<file path="config.mk">
export PLATFORM = sky130hd
export DESIGN_NAME = ec_ctrl_irq
export DESIGN_NICKNAME = d
export VERILOG_FILES = /design/src/include/ec_ctrl_pkg.sv /design/src/include/irq_fifo_if.sv /design/src/verilog/ec_ctrl_irq.sv /design/src/verilog/irq_fifo.sv
export SDC_FILE = /design/constraint.sdc
export NUM_CORES = 2
export LEC_CHECK = 0
export BUFFER_PORTS_ARGS = -buffer_cell sky130_fd_sc_hd__buf_2
export CAP_MARGIN = 10
export CORE_MARGIN = 8
export CORE_UTILIZATION = 60
export CTS_BUF_LIST = sky130_fd_sc_hd__clkbuf_8 sky130_fd_sc_hd__clkbuf_16
export DETAILED_ROUTE_END_ITERATION = 16
export HOLD_SLACK_MARGIN = 0.15
export PLACE_DENSITY = 0.87
export SETUP_SLACK_MARGIN = 0.4
export SLEW_MARGIN = 20
export SYNTH_ARGS = -nofsm -noshare
export SYNTH_HDL_FRONTEND = slang
export SYNTH_SLANG_ARGS = --single-unit
</file>
<file path="constraint.sdc">
create_clock -name SYS_CLK_IN -period 6.8 [get_ports SYS_CLK_IN]
set_input_delay 0.34 -clock SYS_CLK_IN [delete_from_list [all_inputs] [get_ports SYS_CLK_IN]]
set_output_delay 0.34 -clock SYS_CLK_IN [all_outputs]
set_load 0.02 [all_outputs]
</file>
<file path="src/include/ec_ctrl_pkg.sv">
package ec_ctrl_pkg;
  localparam int NUM_CH = 32;
  localparam int NUM_GRP = 16;
  localparam int ADDR_W = 11;
  localparam int CH_W = 5;
  // per-channel window of 32 bytes: base = channel * 0x20
  localparam logic [4:0] OFF_CTRL = 5'h00;
  localparam logic [4:0] OFF_STATUS = 5'h02;
  localparam logic [ADDR_W-1:0] MAIN_BASE = 11'h400;
  localparam logic [ADDR_W-1:0] FIFO_ADDR = 11'h410;
  // canceller control register fields
  localparam int CTL_INIT = 7;
  localparam int CTL_NOISE_OFF = 6;
  localparam int CTL_B2B = 5;
  localparam int CTL_ATTEN = 4;
  localparam int CTL_BYPASS = 3;
  localparam int CTL_FREEZE = 2;
  localparam int CTL_CASCADE = 0;
  localparam logic [7:0] CTRL_RST = 8'h00;
  // main control register fields
  localparam int MAIN_GMASK = 5;
  localparam int MAIN_MASK_B = 4;
  localparam int MAIN_MASK_A = 3;
  localparam logic [7:0] MAIN_RST = 8'h00;
  // status and fifo read fields
  localparam int STAT_TONE = 0;
  localparam int FIFO_VALID = 7;
  // two events per canceller may be waiting
  localparam int FIFO_DEPTH = 2 * NUM_CH;
  localparam int BYPASS_FRAMES = 2;
endpackage

</file>
<file path="src/include/irq_fifo_if.sv">
`timescale 1ns/1ps
interface irq_fifo_if #(parameter int DW = 5);
  logic push;
  logic [DW-1:0] push_data;
  logic full;
  logic pop;
  logic [DW-1:0] pop_data;
  logic empty;
  modport store (input push, push_data, pop, output full, pop_data, empty);
  modport user (output push, push_data, pop, input full, pop_data, empty);
endinterface

</file>
<file path="src/verilog/ec_ctrl_irq.sv">
// Operation
// - each canceller raises one event on tone-disable start and one on release
// - every pending event is queued in a fifo holding the channel number
// - interrupt line returns high after every read of the fifo register
// - interrupt line goes low again for each entry still queued
// - global mask bit 5 of main control register 0 masks all interrupts
// - main control bits 4 and 3 mask tone events of cancellers B and A
// - control bit 7 runs init: presets register, clears coefficients
// - control bit 6 disables comfort noise injection
// - control bit 5 selects back-to-back configuration
// - control bit 4 inserts 12dB attenuation on receive path
// - control bit 3 bypasses both paths, zeroes coefficients, stops adaptation
// - control bit 2 freezes adaptation while cancellation continues
// - bit 0 of register A cascades the group into one 128ms canceller
// - in bypass both paths delay data exactly two frames
// - reset clears the fifo and all sixteen main control registers
`timescale 1ns/1ps
module ec_ctrl_irq (
  input wire logic SYS_CLK_IN,
  input wire logic RSTN_IN,
  input wire logic CS_N_IN,
  input wire logic RD_N_IN,
  input wire logic WR_N_IN,
  input wire logic [ec_ctrl_pkg::ADDR_W-1:0] ADDR_IN,
  input wire logic [7:0] DATA_IN,
  output logic [7:0] DATA_OUT,
  output logic DATA_OE_OUT,
  output logic ACK_N_OUT,
  output logic HOST_INTERRUPT_N_OUT,
  input wire logic [ec_ctrl_pkg::NUM_CH-1:0] TONE_DET_IN,
  output logic [ec_ctrl_pkg::NUM_CH-1:0] NOISE_INJECT_OFF_OUT,
  output logic [ec_ctrl_pkg::NUM_CH-1:0] BACK_TO_BACK_SEL_OUT,
  output logic [ec_ctrl_pkg::NUM_CH-1:0] RX_ATTENUATE_OUT,
  output logic [ec_ctrl_pkg::NUM_CH-1:0] BYPASS_OUT,
  output logic [ec_ctrl_pkg::NUM_CH-1:0] ADAPT_FREEZE_OUT,
  output logic [ec_ctrl_pkg::NUM_CH-1:0] COEF_CLEAR_OUT,
  output logic [ec_ctrl_pkg::NUM_GRP-1:0] CASCADE_LONG_TAIL_OUT,
  input wire logic PCM_STB_IN,
  input wire logic [ec_ctrl_pkg::CH_W-1:0] PCM_CH_IN,
  input wire logic [7:0] RIN_IN,
  input wire logic [7:0] SIN_IN,
  input wire logic [7:0] ALGO_ROUT_IN,
  input wire logic [7:0] ALGO_SOUT_IN,
  output logic [7:0] ROUT_OUT,
  output logic [7:0] SOUT_OUT
);
  import ec_ctrl_pkg::*;

  function automatic logic [CH_W-1:0] first_set(input logic [NUM_CH-1:0] v);
    logic [CH_W-1:0] idx;
    idx = '0;
    for (int i = NUM_CH - 1; i >= 0; i--)
      if (v[i])
        idx = CH_W'(i);
    return idx;
  endfunction

  logic [7:0] ctrl_r [NUM_CH];
  logic [7:0] main_r [NUM_GRP];
  logic [2:0] cs_sync_r;
  logic [2:0] rd_sync_r;
  logic [2:0] wr_sync_r;
  logic acc_d_r;
  logic acc;
  logic start;
  logic is_wr;
  logic [7:0] rd_mux;
  logic [CH_W-1:0] a_ch;
  logic fifo_rd;
  logic [NUM_CH-1:0] tone_d_r;
  logic [NUM_CH-1:0] pend_r;
  logic [NUM_CH-1:0] ev_on;
  logic [NUM_CH-1:0] ch_mask;
  logic [CH_W-1:0] pick;
  logic gmask;
  logic [7:0] data_r;
  logic oe_r;
  logic ack_n_r;
  logic irq_n_r;
  logic [NUM_CH-1:0] clear_r;
  logic [NUM_GRP-1:0] casc;
  logic [7:0] rin_m1 [NUM_CH];
  logic [7:0] rin_m2 [NUM_CH];
  logic [7:0] sin_m1 [NUM_CH];
  logic [7:0] sin_m2 [NUM_CH];
  logic [7:0] rout_r;
  logic [7:0] sout_r;

  irq_fifo_if #(.DW(CH_W)) fq ();

  irq_fifo #(.DEPTH(FIFO_DEPTH), .DW(CH_W)) u_fifo (
    .clk(SYS_CLK_IN),
    .rst_n(RSTN_IN),
    .f(fq.store)
  );

  // host strobes come from pins; only the second stage is read, the third is never used
  always_ff @(posedge SYS_CLK_IN or negedge RSTN_IN)
  begin
    if (!RSTN_IN)
    begin
      cs_sync_r <= 3'h7;
      rd_sync_r <= 3'h7;
      wr_sync_r <= 3'h7;
      acc_d_r <= 1'b0;
    end
    else
    begin
      cs_sync_r <= {cs_sync_r[1:0], CS_N_IN};
      rd_sync_r <= {rd_sync_r[1:0], RD_N_IN};
      wr_sync_r <= {wr_sync_r[1:0], WR_N_IN};
      acc_d_r <= acc;
    end
  end

  assign acc = !cs_sync_r[1] && (!rd_sync_r[1] || !wr_sync_r[1]);
  assign start = acc && !acc_d_r;
  assign is_wr = !wr_sync_r[1];
  assign a_ch = ADDR_IN[9:5];
  assign fifo_rd = start && !is_wr && (ADDR_IN == FIFO_ADDR);
  assign gmask = main_r[0][MAIN_GMASK];

  always_comb
  begin
    rd_mux = 8'h00;
    if (ADDR_IN == FIFO_ADDR)
      rd_mux = fq.empty ? 8'h00 : {1'b1, 2'b00, fq.pop_data};
    else if (ADDR_IN[10] && ADDR_IN[9:4] == 6'h00)
      rd_mux = main_r[ADDR_IN[3:0]];
    else if (!ADDR_IN[10] && ADDR_IN[4:0] == OFF_CTRL)
      rd_mux = ctrl_r[a_ch];
    else if (!ADDR_IN[10] && ADDR_IN[4:0] == OFF_STATUS)
      rd_mux = {7'h00, tone_d_r[a_ch]};
  end

  // control registers; init bit self-clears by presetting the register
  always_ff @(posedge SYS_CLK_IN or negedge RSTN_IN)
  begin
    if (!RSTN_IN)
    begin
      for (int i = 0; i < NUM_CH; i++)
        ctrl_r[i] <= CTRL_RST;
      for (int g = 0; g < NUM_GRP; g++)
        main_r[g] <= MAIN_RST;
      clear_r <= '0;
    end
    else
    begin
      for (int i = 0; i < NUM_CH; i++)
        clear_r[i] <= ctrl_r[i][CTL_BYPASS];
      if (start && is_wr && !ADDR_IN[10] && ADDR_IN[4:0] == OFF_CTRL)
      begin
        if (DATA_IN[CTL_INIT])
        begin
          ctrl_r[a_ch] <= CTRL_RST;
          clear_r[a_ch] <= 1'b1;
        end
        else
          ctrl_r[a_ch] <= DATA_IN;
      end
      else if (start && is_wr && ADDR_IN[10] && ADDR_IN[9:4] == 6'h00)
        main_r[ADDR_IN[3:0]] <= DATA_IN;
    end
  end

  always_comb
  begin
    for (int i = 0; i < NUM_CH; i++)
      ch_mask[i] = main_r[i/2][i[0] ? MAIN_MASK_B : MAIN_MASK_A];
    for (int g = 0; g < NUM_GRP; g++)
      casc[g] = ctrl_r[2*g][CTL_CASCADE];
  end

  // any edge of the tone flag on an unmasked channel is an event; set wins over the push clear
  assign ev_on = (TONE_DET_IN ^ tone_d_r) & ~ch_mask;
  assign pick = first_set(pend_r);
  assign fq.push = |pend_r;
  assign fq.push_data = pick;
  assign fq.pop = fifo_rd;

  // a second edge while one is pending is held back, and pend stays set while it is held
  always_ff @(posedge SYS_CLK_IN or negedge RSTN_IN)
  begin
    if (!RSTN_IN)
    begin
      tone_d_r <= '0;
      pend_r <= '0;
    end
    else
    begin
      for (int i = 0; i < NUM_CH; i++)
      begin
        if (!(ev_on[i] && pend_r[i]))
          tone_d_r[i] <= TONE_DET_IN[i];
        if (ev_on[i])
          pend_r[i] <= 1'b1;
        else if (!fq.full && CH_W'(i) == pick)
          pend_r[i] <= 1'b0;
      end
    end
  end

  always_ff @(posedge SYS_CLK_IN or negedge RSTN_IN)
  begin
    if (!RSTN_IN)
    begin
      data_r <= 8'h00;
      oe_r <= 1'b0;
      ack_n_r <= 1'b1;
      irq_n_r <= 1'b1;
    end
    else
    begin
      if (start && !is_wr)
        data_r <= rd_mux;
      oe_r <= acc && !is_wr;
      ack_n_r <= !(acc && acc_d_r);
      if (fifo_rd)
        irq_n_r <= 1'b1;
      else
        irq_n_r <= fq.empty || gmask;
    end
  end

  // bypass pipeline: two stored frames per channel and path
  // cleared on reset so the first bypassed frames never carry unknowns
  always_ff @(posedge SYS_CLK_IN or negedge RSTN_IN)
  begin
    if (!RSTN_IN)
    begin
      for (int i = 0; i < NUM_CH; i++)
      begin
        rin_m1[i] <= 8'h00;
        rin_m2[i] <= 8'h00;
        sin_m1[i] <= 8'h00;
        sin_m2[i] <= 8'h00;
      end
    end
    else if (PCM_STB_IN)
    begin
      rin_m1[PCM_CH_IN] <= RIN_IN;
      rin_m2[PCM_CH_IN] <= rin_m1[PCM_CH_IN];
      sin_m1[PCM_CH_IN] <= SIN_IN;
      sin_m2[PCM_CH_IN] <= sin_m1[PCM_CH_IN];
    end
  end

  always_ff @(posedge SYS_CLK_IN or negedge RSTN_IN)
  begin
    if (!RSTN_IN)
    begin
      rout_r <= 8'h00;
      sout_r <= 8'h00;
    end
    else if (PCM_STB_IN)
    begin
      if (ctrl_r[PCM_CH_IN][CTL_BYPASS])
      begin
        rout_r <= rin_m2[PCM_CH_IN];
        sout_r <= sin_m2[PCM_CH_IN];
      end
      else
      begin
        rout_r <= ALGO_ROUT_IN;
        sout_r <= ALGO_SOUT_IN;
      end
    end
  end

  always_comb
  begin
    for (int i = 0; i < NUM_CH; i++)
    begin
      NOISE_INJECT_OFF_OUT[i] = ctrl_r[i][CTL_NOISE_OFF];
      BACK_TO_BACK_SEL_OUT[i] = ctrl_r[i][CTL_B2B];
      RX_ATTENUATE_OUT[i] = ctrl_r[i][CTL_ATTEN];
      BYPASS_OUT[i] = ctrl_r[i][CTL_BYPASS];
      ADAPT_FREEZE_OUT[i] = ctrl_r[i][CTL_FREEZE];
    end
  end

  assign COEF_CLEAR_OUT = clear_r;
  assign CASCADE_LONG_TAIL_OUT = casc;
  assign DATA_OUT = data_r;
  assign DATA_OE_OUT = oe_r;
  assign ACK_N_OUT = ack_n_r;
  assign HOST_INTERRUPT_N_OUT = irq_n_r;
  assign ROUT_OUT = rout_r;
  assign SOUT_OUT = sout_r;

  a_irq_release: assert property (@(posedge SYS_CLK_IN) disable iff (!RSTN_IN)
    fifo_rd |=> HOST_INTERRUPT_N_OUT)
    else $error("interrupt not released after fifo read");
  a_irq_again: assert property (@(posedge SYS_CLK_IN) disable iff (!RSTN_IN)
    !fq.empty && !gmask && !fifo_rd |=> !HOST_INTERRUPT_N_OUT)
    else $error("interrupt not driven for queued entry");
  a_gmask_all: assert property (@(posedge SYS_CLK_IN) disable iff (!RSTN_IN)
    gmask |=> HOST_INTERRUPT_N_OUT)
    else $error("interrupt seen while globally masked");
  a_ch_masked: assert property (@(posedge SYS_CLK_IN) disable iff (!RSTN_IN)
    ch_mask[8] && !pend_r[8] |=> !pend_r[8])
    else $error("masked channel raised an event");
  a_edge_pend: assert property (@(posedge SYS_CLK_IN) disable iff (!RSTN_IN)
    ev_on[3] |=> pend_r[3])
    else $error("tone edge not held pending");
  a_pend_queue: assert property (@(posedge SYS_CLK_IN) disable iff (!RSTN_IN)
    |pend_r && !fq.full |-> fq.push && pend_r[fq.push_data])
    else $error("pending event not queued");
  a_init_clear: assert property (@(posedge SYS_CLK_IN) disable iff (!RSTN_IN)
    start && is_wr && !ADDR_IN[10] && ADDR_IN[4:0] == OFF_CTRL && DATA_IN[7]
    |=> ctrl_r[$past(a_ch)] == CTRL_RST && COEF_CLEAR_OUT[$past(a_ch)])
    else $error("init did not preset register");
  a_bypass_coef: assert property (@(posedge SYS_CLK_IN) disable iff (!RSTN_IN)
    BYPASS_OUT[3] |=> COEF_CLEAR_OUT[3])
    else $error("bypass did not clear coefficients");
  a_bypass_delay: assert property (@(posedge SYS_CLK_IN) disable iff (!RSTN_IN)
    PCM_STB_IN && ctrl_r[PCM_CH_IN][CTL_BYPASS]
    |=> ROUT_OUT == $past(rin_m2[PCM_CH_IN]))
    else $error("bypass receive delay wrong");
endmodule

</file>
<file path="src/verilog/irq_fifo.sv">
`timescale 1ns/1ps
module irq_fifo #(
  parameter int DEPTH = ec_ctrl_pkg::FIFO_DEPTH,
  parameter int DW = ec_ctrl_pkg::CH_W
) (
  input wire logic clk,
  input wire logic rst_n,
  irq_fifo_if.store f
);
  import ec_ctrl_pkg::*;
  localparam int AW = $clog2(DEPTH);

  initial
  begin
    if (DEPTH < 2 || (1 << AW) != DEPTH)
      $error("irq_fifo depth must be a power of two");
  end

  logic [DW-1:0] mem [DEPTH];
  logic [AW-1:0] wr_ptr_r;
  logic [AW-1:0] rd_ptr_r;
  logic [AW:0] count_r;
  logic do_push;
  logic do_pop;

  assign do_push = f.push && !f.full;
  assign do_pop = f.pop && !f.empty;
  assign f.full = (count_r == (AW+1)'(DEPTH));
  assign f.empty = (count_r == '0);
  assign f.pop_data = mem[rd_ptr_r];

  always_ff @(posedge clk)
  begin
    if (do_push)
      mem[wr_ptr_r] <= f.push_data;
  end

  always_ff @(posedge clk or negedge rst_n)
  begin
    if (!rst_n)
    begin
      wr_ptr_r <= '0;
      rd_ptr_r <= '0;
      count_r <= '0;
    end
    else
    begin
      if (do_push)
        wr_ptr_r <= wr_ptr_r + 1'b1;
      if (do_pop)
        rd_ptr_r <= rd_ptr_r + 1'b1;
      if (do_push && !do_pop)
        count_r <= count_r + 1'b1;
      else if (do_pop && !do_push)
        count_r <= count_r - 1'b1;
    end
  end

  a_fifo_count: assert property (@(posedge clk) disable iff (!rst_n)
    do_push && !do_pop |=> count_r == $past(count_r) + 1'b1)
    else $error("fifo count did not grow on push");
  a_fifo_order: assert property (@(posedge clk) disable iff (!rst_n)
    do_push && f.empty |=> f.pop_data == $past(f.push_data))
    else $error("first entry not at fifo head");
endmodule

</file>
# --- Word level (Yosys, flattened, before mapping) ---
# Memory sizes are Yosys's and may differ from the RTL's.
# Index checks and enable logic that the tools add are counted.
classes:
  reduce_logical: 137
  n_eq_ne: 34
  bitwise_logic: 10
  muxes: 148
  order_cmp: 8
  n_addsub: 4
ops:
  columns: ["op", "n"]
  rows:
  - ["$bwmux 256", 5]
  - ["$and 256x256->256", 1]
  - ["$mux 256", 1]
  - ["$not 256->256", 1]
  - ["$bmux 8 s5", 6]
  - ["$mux 8", 21]
  - ["$mux 5", 32]
  - ["$bwmux 128", 1]
  - ["$logic_and 1x1->1", 86]
  - ["$demux 8 s5", 2]
  - ["$eq 5x5->1 const A", 16]
  - ["$mux 1", 70]
  - ["$reduce_bool 2->1", 33]
  - ["$mux 32", 2]
  - ["$eq 4x5->1 const A", 8]
  - ["$and 32x32->32", 1]
  - ["$bmux 8 s4", 1]
  - ["$demux 8 s4", 1]
  - ["$not 32->32", 1]
  - ["$or 32x32->32", 1]
  - ["$reduce_or 32->1", 1]
  - ["$xor 32x32->32", 1]
  - ["$eq 3x5->1 const A", 4]
  - ["$mux 7", 2]
  - ["26 further kinds", 43]
word_totals:
  mem_bits_rw: 320
  elab_cells: 596
  memories: 1
  out_inout_bits: 235
  inputBits: 94
  reg_bits: 1557
memory_table:
  columns: ["memory", "depth", "word_bits", "rd", "rd_clocked_by_memory_dff", "write_ports", "line", "rtl"]
  rows:
  - ["u_fifo.mem", 64, 5, 1, 0, 1, "irq_fifo.sv:19", "logic [DW-1:0] mem [DEPTH];"]

# --- Depth between registers and ports, before layout ---
logic_depth:
  word_depth: 36
  ltp_mapped: 15
  mapped_depth_nobuf: 14

# --- Cells and area by module ---
# Synthesis repeated with hierarchy kept, for this count alone.
unflattened:
  hier_cells: 6209
  hier_area_um2: 83149.7
by_module_without_submodules:
  columns: ["mod", "area_per_inst_um2", "cells_each", "n_inst"]
  rows:
  - ["ec_ctrl_irq", 69409.1, 5488, 1]
  - ["irq_fifo", 13740.7, 721, 1]

# --- Worst setup path after synthesis ---
# Ideal clock, no wire load.
synth_path:
  path_kind: "reg-to-reg"
  startpoint: "register pend_r[23]"
  endpoint: "register pend_r[26]"
  synth_period_minus_slack_ns: 4.270
  required_time_ns: 6.662
  setup_ns: 0.138
  path_slack_ns: 2.530
  path_stages_with_launch: 7
  t_arrival_ns: 4.131
  cell_sequence: "dfrtp_1 > nor4_1 > o211ai_1 > a31oi_1 > nand3_1 > o31ai_1 > o21ai_0"
synth_between:
  elab_chain_cells: 27
synth_rtl:
  columns: ["element", "line", "rtl"]
  rows:
  - ["start, declared", "ec_ctrl_irq.sv:71", "logic [NUM_CH-1:0] pend_r;"]
  - ["start signal, assigned", "ec_ctrl_irq.sv:187", "pend_r <= '0;"]
  - ["start signal, assigned by index", "ec_ctrl_irq.sv:196", "pend_r[i] <= 1'b1;"]
  - ["start signal, assigned by index", "ec_ctrl_irq.sv:198", "pend_r[i] <= 1'b0;"]
  - ["$mux 5 (24 in a row)", "ec_ctrl_irq.sv:53", "if (v[i])"]
  - ["named net fq.push_data[3]", "irq_fifo_if.sv:4", "logic [DW-1:0] push_data;"]
  - ["$eq 5x5->1", "ec_ctrl_irq.sv:197", "else if (!fq.full && CH_W'(i) == pick)"]
  - ["$logic_and 1x1->1", "ec_ctrl_irq.sv:197", null]
  - ["$reduce_bool 2->1 (no line)", null, null]
# The timed path passes the listed nets, and every way through them passes these cells.
# A chain may end at the register's enable or synchronous reset.

# --- Worst setup path in the final report ---
layout_path:
  startpoint: "register pend_r[23]"
  endpoint: "register u_fifo.count_r[6]"
layout_between:
  elab_chain_cells: 5
layout_rtl:
  columns: ["element", "line", "rtl"]
  rows:
  - ["$reduce_or 32->1 *", "ec_ctrl_irq.sv:177", "assign fq.push = |pend_r;"]
  - ["$logic_and 1x1->1 *", "irq_fifo.sv:26", "assign do_push = f.push && !f.full;"]
  - ["$logic_not 1->1", "irq_fifo.sv:54", "else if (do_pop && !do_push)"]
  - ["$logic_and 1x1->1", "irq_fifo.sv:54", null]
  - ["$reduce_bool 2->1 (no line)", null, null]
  - ["end signal, assigned", "irq_fifo.sv:53", "count_r <= count_r + 1'b1;"]
  - ["end signal, assigned", "irq_fifo.sv:55", "count_r <= count_r - 1'b1;"]
  - ["end, declared", "irq_fifo.sv:22", "logic [AW:0] count_r;"]
# Mark *: on every way between the ends. The rest lies on a longest branch, timed or not.

==> metrics.log <==
INFO  metric floorplan.die.width = 387 µm
INFO  metric drc = 0
INFO  metric delay_of_the_slowest_cell_on_the_worst_path = 0.97 ns
INFO  metric synth_compound_area_share = 7.71%
INFO  metric grtUsageMet2 = 47.1%
INFO  metric crit_path_start_kind = register
INFO  metric postSynth.asyncResetShare = 83.0%
INFO  metric yosysWarnings = 0
INFO  metric total_cts_buffers = 184
INFO  metric place.detailed.instances = 7658
INFO  metric cellLeakagePower = 39.5 nW
INFO  metric number_of_nets_still_failing_antenna_checks_after_routing = 0
INFO  metric regToRegSetupSlack = 2.69 ns
INFO  metric critPathCaptureType = register
INFO  metric synthesis.area = 0.0827 mm²
INFO  metric seq_area_frac_synth = 58.7%
INFO  metric main_combinational_cell_family_by_area_after_synthesis = multiplexers
INFO  metric cts-htree-levels = 4
INFO  metric worst_ir_drop_vdd = 0.242 mV
INFO  metric grt_setup_unrepaired = no
INFO  metric timing.clock.skew = 0.0457 ns
INFO  metric wire_length_of_the_first_global_routing_pass = 355000 µm
INFO  metric grt_usage = 30.6%
INFO  metric timing.critical_path.arrival = 4.82 ns
INFO  metric critical-path-slowest-cell = sky130_fd_sc_hd__nor4_1
INFO  metric pwr_density_cell = 303 mW/mm²
INFO  metric cts.path.max_buffers = 3
INFO  metric gr-usage-met1 = 39.0%
INFO  metric syn_avg_cell_area = 13.5 µm²
INFO  metric detail_route.wl_per_cell = 29.1 µm
INFO  metric crit_buf_inv = 1
INFO  metric ratio_of_cells_with_drive_above_1_in_the_final_layout = 30.6%
INFO  metric postSynthCellCount = 6131
INFO  metric critical_path_cell_list = nor4_1 -> nand3_1 -> o21a_1 -> ha_1 -> inv_1 -> ha_1 -> a21o_1 -> a21oi_1 -> o21bai_1 -> a21oi_1 -> xnor2_1 -> nor2_1 -> xor2_1
INFO  metric pin_slew_with_the_least_headroom_to_its_limit = 1.18 ns
INFO  metric globalRoute.totalOverflow = 0
INFO  metric clkLatencyLatePin = 0.84 ns
INFO  metric hp-class = primary input to async pin
INFO  metric num-fill-cells = 8717
INFO  metric antenna_found_initial = 20
INFO  metric drv.max_cap_violation_count = 0
INFO  metric mappedNetlistNets = 6234
INFO  metric synth.area.mux_share = 22.2%
INFO  metric setup-tns-final = 0 ns
INFO  metric port-buffer-count = 328
INFO  metric final-max-slew-violation-count = 0
INFO  metric area_growth_syn_to_layout = 10.3%
INFO  metric regToRegStartpoint = pend_r[23]$_DFFE_PN0P_
INFO  metric worst-setup-path-type = register to register
INFO  metric timing.critical_path.required = 7.51 ns
INFO  metric final.period_utilization = 60.5%
INFO  metric postCtsResizedCells = 0
INFO  metric place.gp.congestion = 0.935
INFO  metric initial_drc_count = 7579
INFO  metric synth-simple-area-share = 6.34%
INFO  metric synth_edf_count = 320
INFO  metric timing.rr.end = u_fifo.count_r[6]$_DFFE_PN0P_
INFO  metric achievable-frequency = 0.243 GHz
INFO  metric die_area = 0.150 mm²
INFO  metric postSynthRegisterBits = 1877
INFO  metric top_level_ports = 329
INFO  metric yosys.cell_types.count = 75
INFO  metric detailedRoute.firstPassIterationCount = 10
INFO  metric critPathTopFamily = simple AND/OR/NAND/NOR gates
INFO  metric timing_hold_violations_final = 0
INFO  metric worst_r2r_path_depth = 13
INFO  metric vias = 56.0k
INFO  metric fraction_of_the_mapped_netlist_area_in_adder_cells = 0.145%
INFO  metric starting_density = 60.3%
INFO  metric layout.nets = 6234
INFO  metric placementRows = 136
INFO  metric globalRoute.busiestLayer = met2
INFO  metric area_taken_by_multi_input_logic_gates = 0.0307 mm²
INFO  metric instances_no_fill = 8082
INFO  metric hpwlAfterDp = 139000 µm
INFO  metric grt_pass1_vias = 58.1k
INFO  metric pin_count_of_the_biggest_net_entering_global_routing = 205
INFO  metric clkTransAtPathRegs = 0.07 ns
INFO  metric max-slew-margin-rel = 20.9%
INFO  metric core_area = 0.137 mm²
INFO  metric wl = 235000 µm
INFO  metric post_drt_via_cell_ratio = 6.93
INFO  metric run_status = completed
INFO  metric synth_ff_type = sky130_fd_sc_hd__dfrtp_1
INFO  metric path_max_fanout = 10
INFO  metric clk_root_buffer_cell = sky130_fd_sc_hd__clkbuf_16
INFO  metric die_height = 387 µm
INFO  metric synthXorXnorAreaFrac = 0.508%
INFO  metric tritoncts_clock_tree = built
INFO  metric final_period_demand_of_the_worst_path = 4.11 ns
INFO  metric gr-usage-met3 = 9.86%
INFO  metric cts_sinks = 1877
INFO  metric regArea = 0.0486 mm²
INFO  metric setup_violations = 0
[layer usage]
layer  part of all wire, %  routed length, µm  vias up
met1                    35              82100    28400
met5                 0.044                103        -
met3                    12              29100     1167
met4                   6.4              15100       16
met2                    46             109000     4285
li1                      -                  -    22100
[synthesized netlist by cell type, types with 25 or more instances]
master | number | area (µm²)
sky130_fd_sc_hd__nand2b_1 | 25 | 156
sky130_fd_sc_hd__buf_2 | 106 | 531
sky130_fd_sc_hd__xnor2_1 | 43 | 377
sky130_fd_sc_hd__o21ai_0 | 665 | 3330
sky130_fd_sc_hd__clkbuf_1 | 337 | 1260
sky130_fd_sc_hd__and3_1 | 25 | 156
sky130_fd_sc_hd__o21bai_1 | 35 | 263
sky130_fd_sc_hd__a22oi_1 | 58 | 435
sky130_fd_sc_hd__mux4_2 | 445 | 10000
sky130_fd_sc_hd__buf_4 | 186 | 1400
sky130_fd_sc_hd__nand2_1 | 739 | 2770
sky130_fd_sc_hd__dfrtp_1 | 1549 | 38800
sky130_fd_sc_hd__buf_1 | 38 | 143
sky130_fd_sc_hd__edfxtp_1 | 320 | 9610
sky130_fd_sc_hd__and2_1 | 36 | 225
sky130_fd_sc_hd__a21oi_1 | 147 | 736
sky130_fd_sc_hd__a221oi_1 | 54 | 473
sky130_fd_sc_hd__a31oi_1 | 26 | 163
sky130_fd_sc_hd__mux2_2 | 677 | 7620
sky130_fd_sc_hd__nor2_1 | 252 | 946
sky130_fd_sc_hd__a22o_1 | 52 | 455
sky130_fd_sc_hd__mux2i_1 | 33 | 330
[cell usage in the layout, fill, tap and decap left out, drive strengths merged, types with 58 or more instances in the layout]
cell type and n:
nor2 257, buf 419, nand2 739, a21oi 147
mux2 677, mux4 460, inv 73, dlygate4sd3 78
o21ai 666, clkbuf 234, edfxtp 320, a22oi 58
dfrtp 1549
[power by group]
group,internal [mW],switching (mW)
clock,5.89,4.48
combinational,1.58,1.99
sequential,12.9,0.796
[worst max-delay path by stage]
stage / slack (ns) / start / depth (start not counted) / endpoint
2_1_floorplan: 2.53 / pend_r[23]$_DFFE_PN0P_ / 6 / pend_r[26]$_DFFE_PN0P_
3_3_place_gp: 2.53 / PCM_CH_IN[0] / 7 / rin_m2[169]$_DFFE_PN0P_
3_5_place_dp: 2.50 / PCM_CH_IN[0] / 7 / sin_m2[88]$_DFFE_PN0P_
4_1_cts: 2.84 / pend_r[23]$_DFFE_PN0P_ / 13 / u_fifo.count_r[6]$_DFFE_PN0P_
5_1_grt: 2.56 / pend_r[23]$_DFFE_PN0P_ / 13 / u_fifo.count_r[6]$_DFFE_PN0P_
6_report: 2.69 / pend_r[23]$_DFFE_PN0P_ / 13 / u_fifo.count_r[6]$_DFFE_PN0P_
[stage by stage]
step	power [mW]	utilization, %	setup WS [ns]	instance area [µm²]	hold slack, ns
5_1_grt	28.4	66.5	2.56	91200	0.193
3_3_place_gp	16.8	61.3	2.53	84100	0.361
3_5_place_dp	17.2	61.3	2.50	84100	0.357
4_1_cts	27.5	66.4	2.84	91100	0.152
2_1_floorplan	16.0	-	2.53	82700	0.0444
6_report	27.6	66.5	2.69	91200	0.108
[layout make-up]
type                    instances  area share [%]
repair buffers                497            3.64
well taps                    1794            2.46
clock inverters               100           0.914
multi-input cells            3549            33.7
diodes                          9          0.0247
flip-flops and latches       1877            53.3
clock buffers                 234            5.89
inverters                      22          0.0905
[registers in the layout, summed over array words and instances (netlist names), 16 cells and up]
register               flops
u_fifo.mem               320
rin_m1                   256
rin_m2                   256
sin_m1                   256
sin_m2                   256
main_r                    95
ctrl_r                    80
ADAPT_FREEZE_OUT          32
BACK_TO_BACK_SEL_OUT      32
BYPASS_OUT                32
COEF_CLEAR_OUT            32
NOISE_INJECT_OFF_OUT      32
RX_ATTENUATE_OUT          32
ch_mask                   32
pend_r                    32
tone_d_r                  32
CASCADE_LONG_TAIL_OUT     16
[cells by family (layout without fill, tap and decap cells)]
| kind of cell | Yosys count | in the layout |
|---|---|---|
| other cells | 0 | 9 |
| mux | 1170 | 1170 |
| simple gates | 1220 | 1220 |
| fa+ha+maj | 9 | 9 |
| buf+inv | 705 | 853 |
| xor+xnor | 48 | 48 |
| compound gates | 1102 | 1102 |
| flops | 1877 | 1877 |
[timing repair]
| action | CTS | global route |
|---|---|---|
| endpoints found under the hold margin | 717 | 0 |
| hold buffers | 78 | 0 |
| setup buffers | 0 | 0 |
(Power assumes the default switching activity.)
